`config.mk`:
```
export PLATFORM = sky130hd
export DESIGN_NAME = node_identity_rom_map_regs
export DESIGN_NICKNAME = d
export VERILOG_FILES = /design/src/node_identity_pkg.sv /design/src/node_identity_rom_map_regs.sv
export SDC_FILE = /design/constraint.sdc
export NUM_CORES = 1
export LEC_CHECK = 0
export BUFFER_PORTS_ARGS = -buffer_cell sky130_fd_sc_hd__buf_4
export CAP_MARGIN = 20
export CORE_AREA = 2 2 138 140
export CTS_BUF_LIST = sky130_fd_sc_hd__clkbuf_4 sky130_fd_sc_hd__clkbuf_8 sky130_fd_sc_hd__clkbuf_16
export DETAILED_ROUTE_END_ITERATION = 7
export DIE_AREA = 0 0 140 142
export GPL_TIMING_DRIVEN = 0
export PLACE_DENSITY_LB_ADDON = 0.15
export SYNTH_ARGS = -nofsm -noshare
export SYNTH_HDL_FRONTEND = slang
export SYNTH_SLANG_ARGS = --single-unit
```
`constraint.sdc`:
```
create_clock -name clk_sys -period 1.68 [get_ports clk_sys]
set_input_delay 0.168 -clock clk_sys [delete_from_list [all_inputs] [get_ports clk_sys]]
set_output_delay 0.168 -clock clk_sys [all_outputs]
set_load 0.02 [all_outputs]
```
`src/node_identity_pkg.sv`:
```
// Package for the node identity and ROM mapping register bank.
// Assumes a single 50 MHz system clock domain.
package node_identity_pkg;
    localparam logic [7:0] NODE_ID_UPPER_OFS = 8'h24;
    localparam logic [7:0] NODE_ID_LOWER_OFS = 8'h28;
    localparam logic [7:0] ROM_IMAGE_MAPPING_OFS = 8'h34;
    localparam logic [7:0] FAILED_WRITE_OFFSET_LOW_OFS = 8'h38;
    localparam logic [7:0] FAILED_WRITE_OFFSET_HIGH_OFS = 8'h3c;
    // Bus option word has no printed offset here; placed at a chosen address
    localparam logic [7:0] BUS_OPTION_FIELDS_OFS = 8'h20;
    localparam logic [31:0] NODE_ID_RESET = 32'h0000_0000;
    localparam logic [31:0] ROM_IMAGE_MAPPING_RESET = 32'h0000_0000;
    localparam logic [1:0] GENERATION_RESET = 2'h0;
    localparam int GENERATION_LSB = 6;
    localparam int GENERATION_MSB = 7;
    localparam logic [2:0] LINK_SPEED_CODE = 3'h2;
    localparam int ROM_BASE_LSB = 10;
    localparam logic [47:0] ROM_WINDOW_FIRST = 48'hffff_f000_0400;
    localparam logic [47:0] ROM_WINDOW_LAST = 48'hffff_f000_07ff;
endpackage

```
`src/node_identity_rom_map_regs.sv`:
```
// Node identity, configuration ROM mapping and failed posted write capture registers.
// Assumes a simple register port with one-cycle read/write strobes and synchronous inputs.
// Summary of operation
// RQ1 - Bus option bits 11:8 and 5:3 read as zero.
// RQ2 - Two-bit ROM generation counter at bits 7:6 is writable, advanced at the next bus reset after ROM changes.
// RQ3 - Link speed code bits 2:0 read as binary 010.
// RQ4 - Upper identifier quadlet is a read-only register.
// RQ5 - Hardware reset clears upper identifier to zero.
// RQ6 - With EEPROM present, identifier quadlets load from EEPROM after PCI reset.
// RQ7 - Lower identifier quadlet is read-only, cleared on reset, loaded likewise.
// RQ8 - Writable ROM image base in bits 31:10.
// RQ9 - ROM window quadlet read address is base plus offset low ten bits.
// RQ10 - Mapping register bits 9:0 held zero and read zero.
// RQ11 - A failed posted write records its error details.
// RQ12 - Failed write low offset bits captured in read-only register.
// RQ13 - Requester bus, node and upper offset bits captured in companion register.
// RQ14 - Writes to read-only and reserved bits are ignored.
`timescale 1ns/1ns
module node_identity_rom_map_regs (
    input wire logic clk_sys,
    input wire logic rst_b,
    input wire logic clk_en,
    input wire logic [7:0] reg_addr,
    input wire logic reg_wr,
    input wire logic reg_rd,
    input wire logic [31:0] reg_wdata,
    output logic [31:0] reg_rdata,
    input wire logic eeprom_load,
    input wire logic [63:0] eeprom_identifier,
    input wire logic rom_changed,
    input wire logic bus_reset,
    input wire logic rom_read_req,
    input wire logic [47:0] rom_read_offset,
    output logic rom_fetch_valid,
    output logic [31:0] rom_fetch_addr,
    input wire logic posted_write_fail,
    input wire logic [15:0] failed_requester_node,
    input wire logic [47:0] failed_write_offset
);
    logic [31:0] node_id_upper_q;
    logic [31:0] node_id_lower_q;
    logic [21:0] rom_image_base_q;
    logic [1:0] generation_q;
    logic rom_dirty_q;
    logic [31:0] failed_write_offset_low_q;
    logic [31:0] failed_write_offset_high_q;
    logic [31:0] rdata_d;
    logic [31:0] reg_rdata_q;
    logic rom_fetch_valid_q;
    logic [31:0] rom_fetch_addr_q;

    wire logic wr_map = reg_wr && reg_addr == node_identity_pkg::ROM_IMAGE_MAPPING_OFS;
    wire logic wr_opts = reg_wr && reg_addr == node_identity_pkg::BUS_OPTION_FIELDS_OFS;
    wire logic in_window = rom_read_offset >= node_identity_pkg::ROM_WINDOW_FIRST
        && rom_read_offset <= node_identity_pkg::ROM_WINDOW_LAST;
    wire logic [31:0] map_word = {rom_image_base_q, 10'h000}; // RQ10
    wire logic [31:0] fetch_addr_d = map_word + {22'h000000, rom_read_offset[9:0]}; // RQ9
    wire logic [31:0] opts_word = {24'h000000, generation_q, 3'h0,
        node_identity_pkg::LINK_SPEED_CODE}; // RQ1 RQ3

    // Identifier is read-only to software; only reset and the EEPROM load write it
    always_ff @(posedge clk_sys or negedge rst_b) begin
        if (!rst_b) begin
            node_id_upper_q <= node_identity_pkg::NODE_ID_RESET; // RQ5
            node_id_lower_q <= node_identity_pkg::NODE_ID_RESET; // RQ7
        end else if (clk_en && eeprom_load) begin
            node_id_upper_q <= eeprom_identifier[63:32]; // RQ4 RQ6
            node_id_lower_q <= eeprom_identifier[31:0]; // RQ7 RQ6
        end
    end

    always_ff @(posedge clk_sys or negedge rst_b) begin
        if (!rst_b) begin
            rom_image_base_q <= node_identity_pkg::ROM_IMAGE_MAPPING_RESET[31:10];
        end else if (clk_en && wr_map) begin
            rom_image_base_q <= reg_wdata[31:node_identity_pkg::ROM_BASE_LSB]; // RQ8 RQ14
        end
    end

    // Counter advances once per bus reset if the ROM changed since the last one;
    // a software write takes priority over the automatic step
    always_ff @(posedge clk_sys or negedge rst_b) begin
        if (!rst_b) begin
            generation_q <= node_identity_pkg::GENERATION_RESET;
            rom_dirty_q <= 1'b0;
        end else if (clk_en) begin
            if (wr_opts) begin
                generation_q <= reg_wdata[node_identity_pkg::GENERATION_MSB:node_identity_pkg::GENERATION_LSB]; // RQ2
            end else if (bus_reset && (rom_dirty_q || rom_changed)) begin
                generation_q <= generation_q + 2'h1; // RQ2
            end
            if (rom_changed) begin
                rom_dirty_q <= 1'b1; // Set wins over clear
            end else if (bus_reset) begin
                rom_dirty_q <= 1'b0;
            end
        end
    end

    // Capture registers have no defined reset value, so no reset term
    always_ff @(posedge clk_sys) begin
        if (clk_en && posted_write_fail) begin
            failed_write_offset_low_q <= failed_write_offset[31:0]; // RQ11 RQ12
            failed_write_offset_high_q <= {failed_requester_node, failed_write_offset[47:32]}; // RQ13
        end
    end

    always_ff @(posedge clk_sys or negedge rst_b) begin
        if (!rst_b) begin
            rom_fetch_valid_q <= 1'b0;
            rom_fetch_addr_q <= 32'h0000_0000;
        end else if (clk_en) begin
            rom_fetch_valid_q <= rom_read_req && in_window;
            if (rom_read_req && in_window) begin
                rom_fetch_addr_q <= fetch_addr_d; // RQ9
            end
        end
    end

    always_comb begin
        unique case (reg_addr)
            node_identity_pkg::BUS_OPTION_FIELDS_OFS: rdata_d = opts_word;
            node_identity_pkg::NODE_ID_UPPER_OFS: rdata_d = node_id_upper_q;
            node_identity_pkg::NODE_ID_LOWER_OFS: rdata_d = node_id_lower_q;
            node_identity_pkg::ROM_IMAGE_MAPPING_OFS: rdata_d = map_word;
            node_identity_pkg::FAILED_WRITE_OFFSET_LOW_OFS: rdata_d = failed_write_offset_low_q;
            node_identity_pkg::FAILED_WRITE_OFFSET_HIGH_OFS: rdata_d = failed_write_offset_high_q;
            default: rdata_d = 32'h0000_0000;
        endcase
    end

    always_ff @(posedge clk_sys or negedge rst_b) begin
        if (!rst_b) begin
            reg_rdata_q <= 32'h0000_0000;
        end else if (clk_en && reg_rd) begin
            reg_rdata_q <= rdata_d;
        end
    end

    assign reg_rdata = reg_rdata_q;
    assign rom_fetch_valid = rom_fetch_valid_q;
    assign rom_fetch_addr = rom_fetch_addr_q;
endmodule

```
==> results of run 1 <==
[routing by layer]
| metal | vias to the layer above | wire length (um) |
|---|---|---|
| met2 | 332 | 14700 |
| met5 | - | 0 |
| met3 | 71 | 1880 |
| li1 | 3309 | - |
| met4 | 0 | 894 |
| met1 | 3642 | 10700 |
[area by class of cell]
| type | count | area share, % |
|---|---|---|
| antenna | 1 | 0.0178 |
| buffer | 45 | 1.70 |
| clock buffer | 41 | 5.43 |
| clock inverter | 3 | 0.284 |
| inverter | 6 | 0.160 |
| multi-input combinational | 349 | 22.3 |
| sequential | 218 | 41.0 |
| tap | 234 | 2.08 |
| timing repair buffer | 449 | 27.0 |
[state kept, by name, summed over array words and instances (netlist names), 2 cells and up]
register,cells
rom_image_base_q,22
node_id_lower_q,32
generation_q,2
failed_write_offset_high_q,32
rom_fetch_addr,32
reg_rdata,32
failed_write_offset_low_q,32
node_id_upper_q,32
[power groups by stage]
stage / clock (uW) / combinational (uW) / sequential (uW)
after floorplan: 0 / 529 / 6070
after global placement: 0 / 1100 / 6110
after detailed placement: 0 / 1150 / 6130
after CTS: 5340 / 1490 / 6030
after global routing: 5580 / 1620 / 6080
final: 5280 / 1510 / 6050
[layout by cell type, fill, tap and decap left out, types with 3 or more instances in the layout]
cell / instances
buf_4: 283
dlygate4sd3_1: 166
dfrtp_1: 154
mux2_2: 111
edfxtp_1: 64
a22oi_1: 44
mux2_4: 29
nand2_1: 25
clkbuf_1: 25
clkbuf_16: 25
o22ai_1: 24
a22o_1: 23
o21ai_0: 16
clkbuf_4: 13
nand3_1: 9
clkbuf_2: 9
a221oi_1: 8
nand4_1: 7
inv_1: 6
and3_1: 4
nand3b_1: 4
buf_8: 3
nor4_1: 3
or4_1: 3
buf_6: 3
nor2_1: 3
a21oi_1: 3
a21boi_0: 3
clkbuf_8: 3
[path summary, 6_finish.rpt]
kind,to,from,slack [ns],cells past startpoint
max in group asynchronous,node_id_upper_q[2]$_DFFE_PN0P_,rst_b,0.59,3
worst min-delay path,generation_q[0]$_DFFE_PN0P_,bus_reset,0.07,4
worst max register to register,reg_rdata[15]$_DFFE_PN0P_,rom_image_base_q[5]$_DFFE_PN0P_,0.30,4
worst min register to register,reg_rdata[1]$_DFFE_PN0P_,reg_rdata[1]$_DFFE_PN0P_,0.49,2
worst max-delay path,rom_fetch_addr[5]$_DFFE_PN0P_,rom_read_offset[18],0.06,8
min in group asynchronous,rom_fetch_addr[16]$_DFFE_PN0P_,rst_b,0.23,2
[through the flow]
stage / area (um2) / util (%) / TNS, ns / hold WS [ns]
floorplan: 9140 / - / -6.06 / -0.128
global placement: 11500 / 62.4 / -100.32 / 0.346
detailed placement: 11600 / 62.6 / -50.33 / 0.201
CTS: 14100 / 76.2 / 0 / 0.0592
global route: 14100 / 76.3 / 0 / 0.0961
finish: 14100 / 76.3 / 0 / 0.0655
[worst register-to-register path, stage by stage, from the launching register on]
cell and delay (ns):
dfrtp_1 0.39, mux2_2 0.29, a22oi_1 0.24, o22ai_1 0.12
a22o_1 0.22
[repair_timing]
item                                    in CTS  in global routing
hold buffers                               166                  0
endpoints found under the setup margin      31                 51
gates resized for setup                      8                  9
buffers inserted                             3                  0
endpoints found under the hold margin      227                  0
gates cloned                                 0                  0
[logic make-up (layout without fill, tap and decap cells)]
logic type      count (synthesis)  in the layout  share of synthesized area, %
compound gates                129            129                          10.3
buf+inv                        52            544                          2.49
flops                         218            218                          63.6
mux                           142            142                          18.8
other cells                     0              1                             0
simple gates                   78             78                          4.88
==> impl_results.md, run 1 <==
* Die H at approximately 140 um
* Pwr dens at 911 nW/um2
* FILL cells at 1112
* Antenna violations before repair at 1
* PortBufs at around 280
* Clock Skew at 0.0201 ns
* Max_cap viols at 0
* Crit path time final at roughly 1.6 ns
* Seq cells post-synth at ~220
* Fin crit share at 96.5%
* Ys Warns at 0
* Root Driver: clkbuf_16
* Pre-antenna DRT Iters at 8
* GRT Residual Overflow at 0
* Pwr Total at between 10000 and 15000 uW
* Setup WS post-layout at 0.0581 ns
* IO Pins at 291
* Clk Latency, worst-skew pair at ~0.51 ns
* Full die area at just under 20000 um2
* TritonCTS buffer count at 24
* Top cells by count, synth: dfrtp_1, mux2_2, edfxtp_1
* CP max stage cell: or4_1
* Final Hold Fails at 0
* Tightest Pin Transition at between 0.9 and 1 ns
* CTS tree: yes
* Dpl ws at -0.920 ns
* GPL Wtd Cong at 0.825
* Status: complete, but fails checks
* Core ar. at 18500 um2
* Wirelength, routed at 28.2 mm
* DR WL/cell at 21.0 um
* Area occupied by multi-input gates at 3140 um2
* Register area at 5780 um2
* Initial Util at 49.2%
* Post-Place Cells at 1133
* Cell Int Power at 10000 uW
* Count leader, synth: dfrtp_1
* Layout cell share with drive strength beyond 1 at 44.6%
* Seq pwr share at 47.1%
* Clock-pin slew on the worst setup and hold paths at 0.06 ns
* Met1 usage in global routing at 33.0%
* DR vias/cell at 5.46
* Failing checks: DRC
* Rows at 50
* # DRC at 25
* WS Path Type: input pin to flip-flop
* Leading area contributor after synthesis: dfrtp_1
* Num Clock Sinks at 218
* Psw at 2810 uW
* Vias in the first global route at 8004
* Sw frac at 21.9%
* Worst VDD drop at between 0.0008 and 0.0009 V
* Critical Path RT at slightly above 2 ns
* GRT busiest layer: met2
* Met2 Use GR at 52.6%
* Starting DRC count in detailed routing at 363
* Die Width at 140 um
* Mapped Area at 9080 um2
* Global-route wire length before repair at ~43 mm
* Worst path top cell family by delay: simple AND/OR/NAND/NOR gates
* Leakage at 0.00641 uW
* Clock share of power at about 41%
* Number of flops mapped to enable cells by yosys at 64
* Mean Syn Cell Area at ~15 um2
* Total number of vias at ~7400
* Post-synth cell types at 40
* Crit Path Max Fanout at 10
* Antenna Nets Post-Route at 0
* Largest cells by area after synthesis: dfrtp_1, edfxtp_1, mux2_2
* RSZ-0062 raised after global routing: no
* Critical Path Source Type: input pin
* CP Cell Sequence: buf_4 > nor2_4 > nand3_1 > or4_1 > or4_4 > buf_6 > buf_8 > mux2_4
* FMAX at 0.617 GHz
* Slowest stage delay, CP at slightly above 0.5 ns
* Hold crit path type: input pin to flip-flop
* Global-route usage over all layers at 28.1%
* Syn Inst Count at 619
* GR Util met3 at 5.35%
* Slew margin rel. at 39.5%
* Synth top area share at 42.4%
* Max-slew violations at 0
* Async S/R FF share, synth at 70.6%
* Area Overhead vs Synth at 55.1%
* Syn Nets at 845
* Comb pwr share at 11.7%
* Largest net degree at the start of global routing at 92
* Dpl hpwl at 18.9 mm
* Data arrival time of the worst path at 2.00 ns
* CTS H-Tree Depth at 1
* Seq/Total Area, Yosys at between 60% and 70%
* Final setup violation count at 0
* CTS max path bufs at 3
* Fin cells at between 1000 and 1500
* Crit end category: flip-flop
* Synth Flop Type: dfrtp_1
* Worst path bufs/invs at 3
* Final nets at 1319
No activity file was read; power rests on OpenSTA's default activity.
==> run 2, diff against run 1 <==
--- a/config.mk
+++ b/config.mk
@@ -5,7 +5,7 @@
 export SDC_FILE = /design/constraint.sdc
 export NUM_CORES = 1
 export LEC_CHECK = 0
-export BUFFER_PORTS_ARGS = -buffer_cell sky130_fd_sc_hd__buf_4
+export BUFFER_PORTS_ARGS = -buffer_cell sky130_fd_sc_hd__buf_2
 export CAP_MARGIN = 20
 export CORE_AREA = 2 2 138 140
 export CTS_BUF_LIST = sky130_fd_sc_hd__clkbuf_4 sky130_fd_sc_hd__clkbuf_8 sky130_fd_sc_hd__clkbuf_16
==> impl_results.md, run 2 (same netlist as run 1, synthesis figures left out) <==
* Slowest stage delay, CP at 0.57 ns (was 0.51 ns)
* Global-route wire length before repair at 42.2 mm (was 43.4 mm)
* Die Width at 140 um (unchanged)
* Commonest cells after routing, fill and taps aside: buf_2, dlygate4sd3_1, dfrtp_1, mux2_2, edfxtp_1 (was buf_4, dlygate4sd3_1, dfrtp_1, mux2_2, edfxtp_1)
* WS Path Type: input pin to flip-flop (unchanged)
* Largest net degree at the start of global routing at 82 (was 92)
* Crit path time final at 1.62 ns (about the same)
* Max_cap viols at 0 (unchanged)
* CP max stage cell: or4_1 (unchanged)
* Pre-antenna DRT Iters at 8 (unchanged)
* Status: complete, but fails checks (unchanged)
* Fin cells at 1345 (was 1346)
* CTS H-Tree Depth at 1 (unchanged)
* Layout cell share with drive strength beyond 1 at 44.2% (was 44.6%)
* Area Overhead vs Synth at 47.2% (was 55.1%)
* Pwr dens at 940 nW/um2 (was 911 nW/um2)
* Worst VDD drop at 0.000980 V (was 0.000832 V)
* Die H at 142 um (unchanged)
* Worst path bufs/invs at 3 (unchanged)
* Starting DRC count in detailed routing at 357 (was 363)
* FMAX at 0.618 GHz (was 0.617 GHz)
* Dpl hpwl at 17.8 mm (was 18.9 mm)
* DR vias/cell at 5.36 (was 5.46)
* Num Clock Sinks at 218 (unchanged)
* Clk Latency, worst-skew pair at 0.51 ns (about the same)
* CTS max path bufs at 3 (unchanged)
* Commonest non-fill, non-tap cell in the layout: buf_2 (was buf_4)
* Total number of vias at 7203 (was 7354)
* Hold EP: generation_q[0]$_DFFE_PN0P_ (unchanged)
* GPL Wtd Cong at 0.849 (was 0.825)
* Post-Place Cells at 1133 (unchanged)
* Hold crit path type: input pin to flip-flop (unchanged)
* Failing checks: DRC (unchanged)
* Critical Path RT at 2.06 ns (about the same)
* CTS tree: yes (unchanged)
* R2R depth at 4 (unchanged)
* # DRC at 25 (unchanged)
* Full die area at 19900 um2 (unchanged)
* Max-slew violations at 0 (unchanged)
* Worst path top cell family by delay: simple AND/OR/NAND/NOR gates (unchanged)
* Global-route usage over all layers at 27.4% (was 28.1%)
* Crit Path Max Fanout at 10 (unchanged)
* FF-to-FF setup slack at 0.32 ns (was 0.30 ns)
* Hold path depth at 4 (unchanged)
* Core ar. at 18500 um2 (unchanged)
* Final setup violation count at 0 (unchanged)
* Cell area after layout at 13400 um2 (was 14100 um2)
* RSZ-0062 raised after global routing: no (unchanged)
* Root Driver: clkbuf_16 (unchanged)
* Final nets at 1318 (was 1319)
* Clock-pin slew on the worst setup and hold paths at 0.06 ns (about the same)
* R2r startpoint: rom_image_base_q[18]$_DFFE_PN0P_ (was rom_image_base_q[5]$_DFFE_PN0P_)
* Critical Path Source Type: input pin (unchanged)
* CP Cell Sequence: buf_2 > nor3b_2 > nand3_2 > or4_1 > clkbuf_2 > buf_4 > mux2_2 (was buf_4 > nor2_4 > nand3_1 > or4_1 > or4_4 > buf_6 > buf_8 > mux2_4)
* PortBufs at 279 (unchanged)
* Wirelength, routed at 27.2 mm (was 28.2 mm)
* Leakage at 0.00621 uW (was 0.00641 uW)
* Crit Reg-Reg Endpoint: reg_rdata[28]$_DFFE_PN0P_ (was reg_rdata[15]$_DFFE_PN0P_)
* Fin crit share at 96.3% (was 96.5%)
* Slew margin rel. at 39.5% (about the same)
* GRT Residual Overflow at 0 (unchanged)
* Vias in the first global route at 7804 (was 8004)
* Worst hold start: bus_reset (unchanged)
* DR WL/cell at 20.2 um (was 21.0 um)
* Antenna violations before repair at 1 (unchanged)
* Clock Skew at 0.00735 ns (was 0.0201 ns)
* Initial Util at 49.2% (unchanged)
* IO Pins at 291 (unchanged)
* Rows at 50 (unchanged)
* Antenna Nets Post-Route at 0 (unchanged)
* Cell Area, Placed at 10900 um2 (was 11600 um2)
* Crit end category: flip-flop (unchanged)
* TritonCTS buffer count at 24 (unchanged)
* Final Hold Fails at 0 (unchanged)
* Tightest Pin Transition at 0.908 ns (was 0.907 ns)
* Data arrival time of the worst path at 2.00 ns (about the same)
run 2: cell types whose count changed in the layout (fill, tap and decap cells not counted), sizes merged:
| cell | before | now |
|---|---|---|
| clkinv | 2 | 11 |
| buf | 294 | 291 |
| clkbuf | 75 | 68 |
run 2: metal layers:
layer,up-vias,track usage [%],wire length (um)
met4,0,8.03,794
met1,3528,33.7,10800
met5,-,0,0
met2,301,49.9,14000
met3,62,4.88,1660
li1,3312,-,-
run 2: worst register-to-register path, cell delays in order, from the launching register on:
cell and delay, ns:
dfrtp_1 0.39, mux2_2 0.28, a22oi_1 0.24, o22ai_1 0.12, a22o_1 0.21
run 2: final cells by class:
class                           count  area (um2)
Timing Repair Buffer              447        3100
Clock buffer                       32         708
Clock inverter                     12        80.1
Fill cell                        1265        5090
Inverter                            6        22.5
Multi-Input combinational cell    349        3140
Antenna cell                        1        2.50
Sequential cell                   218        5780
Tap cell                          234         293
Buffer                             46         245
run 2: worst max-delay path by stage:
stage	end	startpoint	slack [ns]	depth (start not counted)
after global routing	reg_rdata[22]$_DFFE_PN0P_	reg_addr[3]	0.007	8
final	rom_image_base_q[7]$_DFFE_PN0P_	reg_addr[7]	0.06	7
after detailed placement	reg_rdata[8]$_DFFE_PN0P_	reg_addr[3]	-0.83	8
after global placement	node_id_upper_q[5]$_DFFE_PN0P_	rst_b	-1.98	1
after CTS	reg_rdata[26]$_DFFE_PN0P_	reg_addr[7]	0.02	6
after floorplan	rom_fetch_addr[14]$_DFFE_PN0P_	rom_read_offset[18]	-0.21	7
run 2: power breakdown:
group	internal [uW]	leakage [uW]	switching (uW)
Sequential	5860	0.00260	182
Clock	3100	0.000401	2070
Combinational	788	0.00321	566
run 2: metrics by stage:
step / utilization, % / total power, uW / TNS (ns) / setup slack (ns) / hold WS, ns
global route: 72.4 / 13000 / 0 / 0.00675 / 0.130
floorplan: - / 6590 / -6.06 / -0.207 / -0.128
detailed placement: 58.9 / 7130 / -51.04 / -0.828 / 0.180
global placement: 58.7 / 7080 / -369.39 / -1.98 / 0.345
finish: 72.4 / 12600 / 0 / 0.0627 / 0.0811
CTS: 72.3 / 12600 / 0 / 0.0181 / 0.0634
run 2: timing repair:
item	in CTS	in global routing
hold endpoints to repair	237	0
hold buffers	166	0
buffers inserted	1	0
resized for setup	6	13
endpoints found under the setup margin	31	67
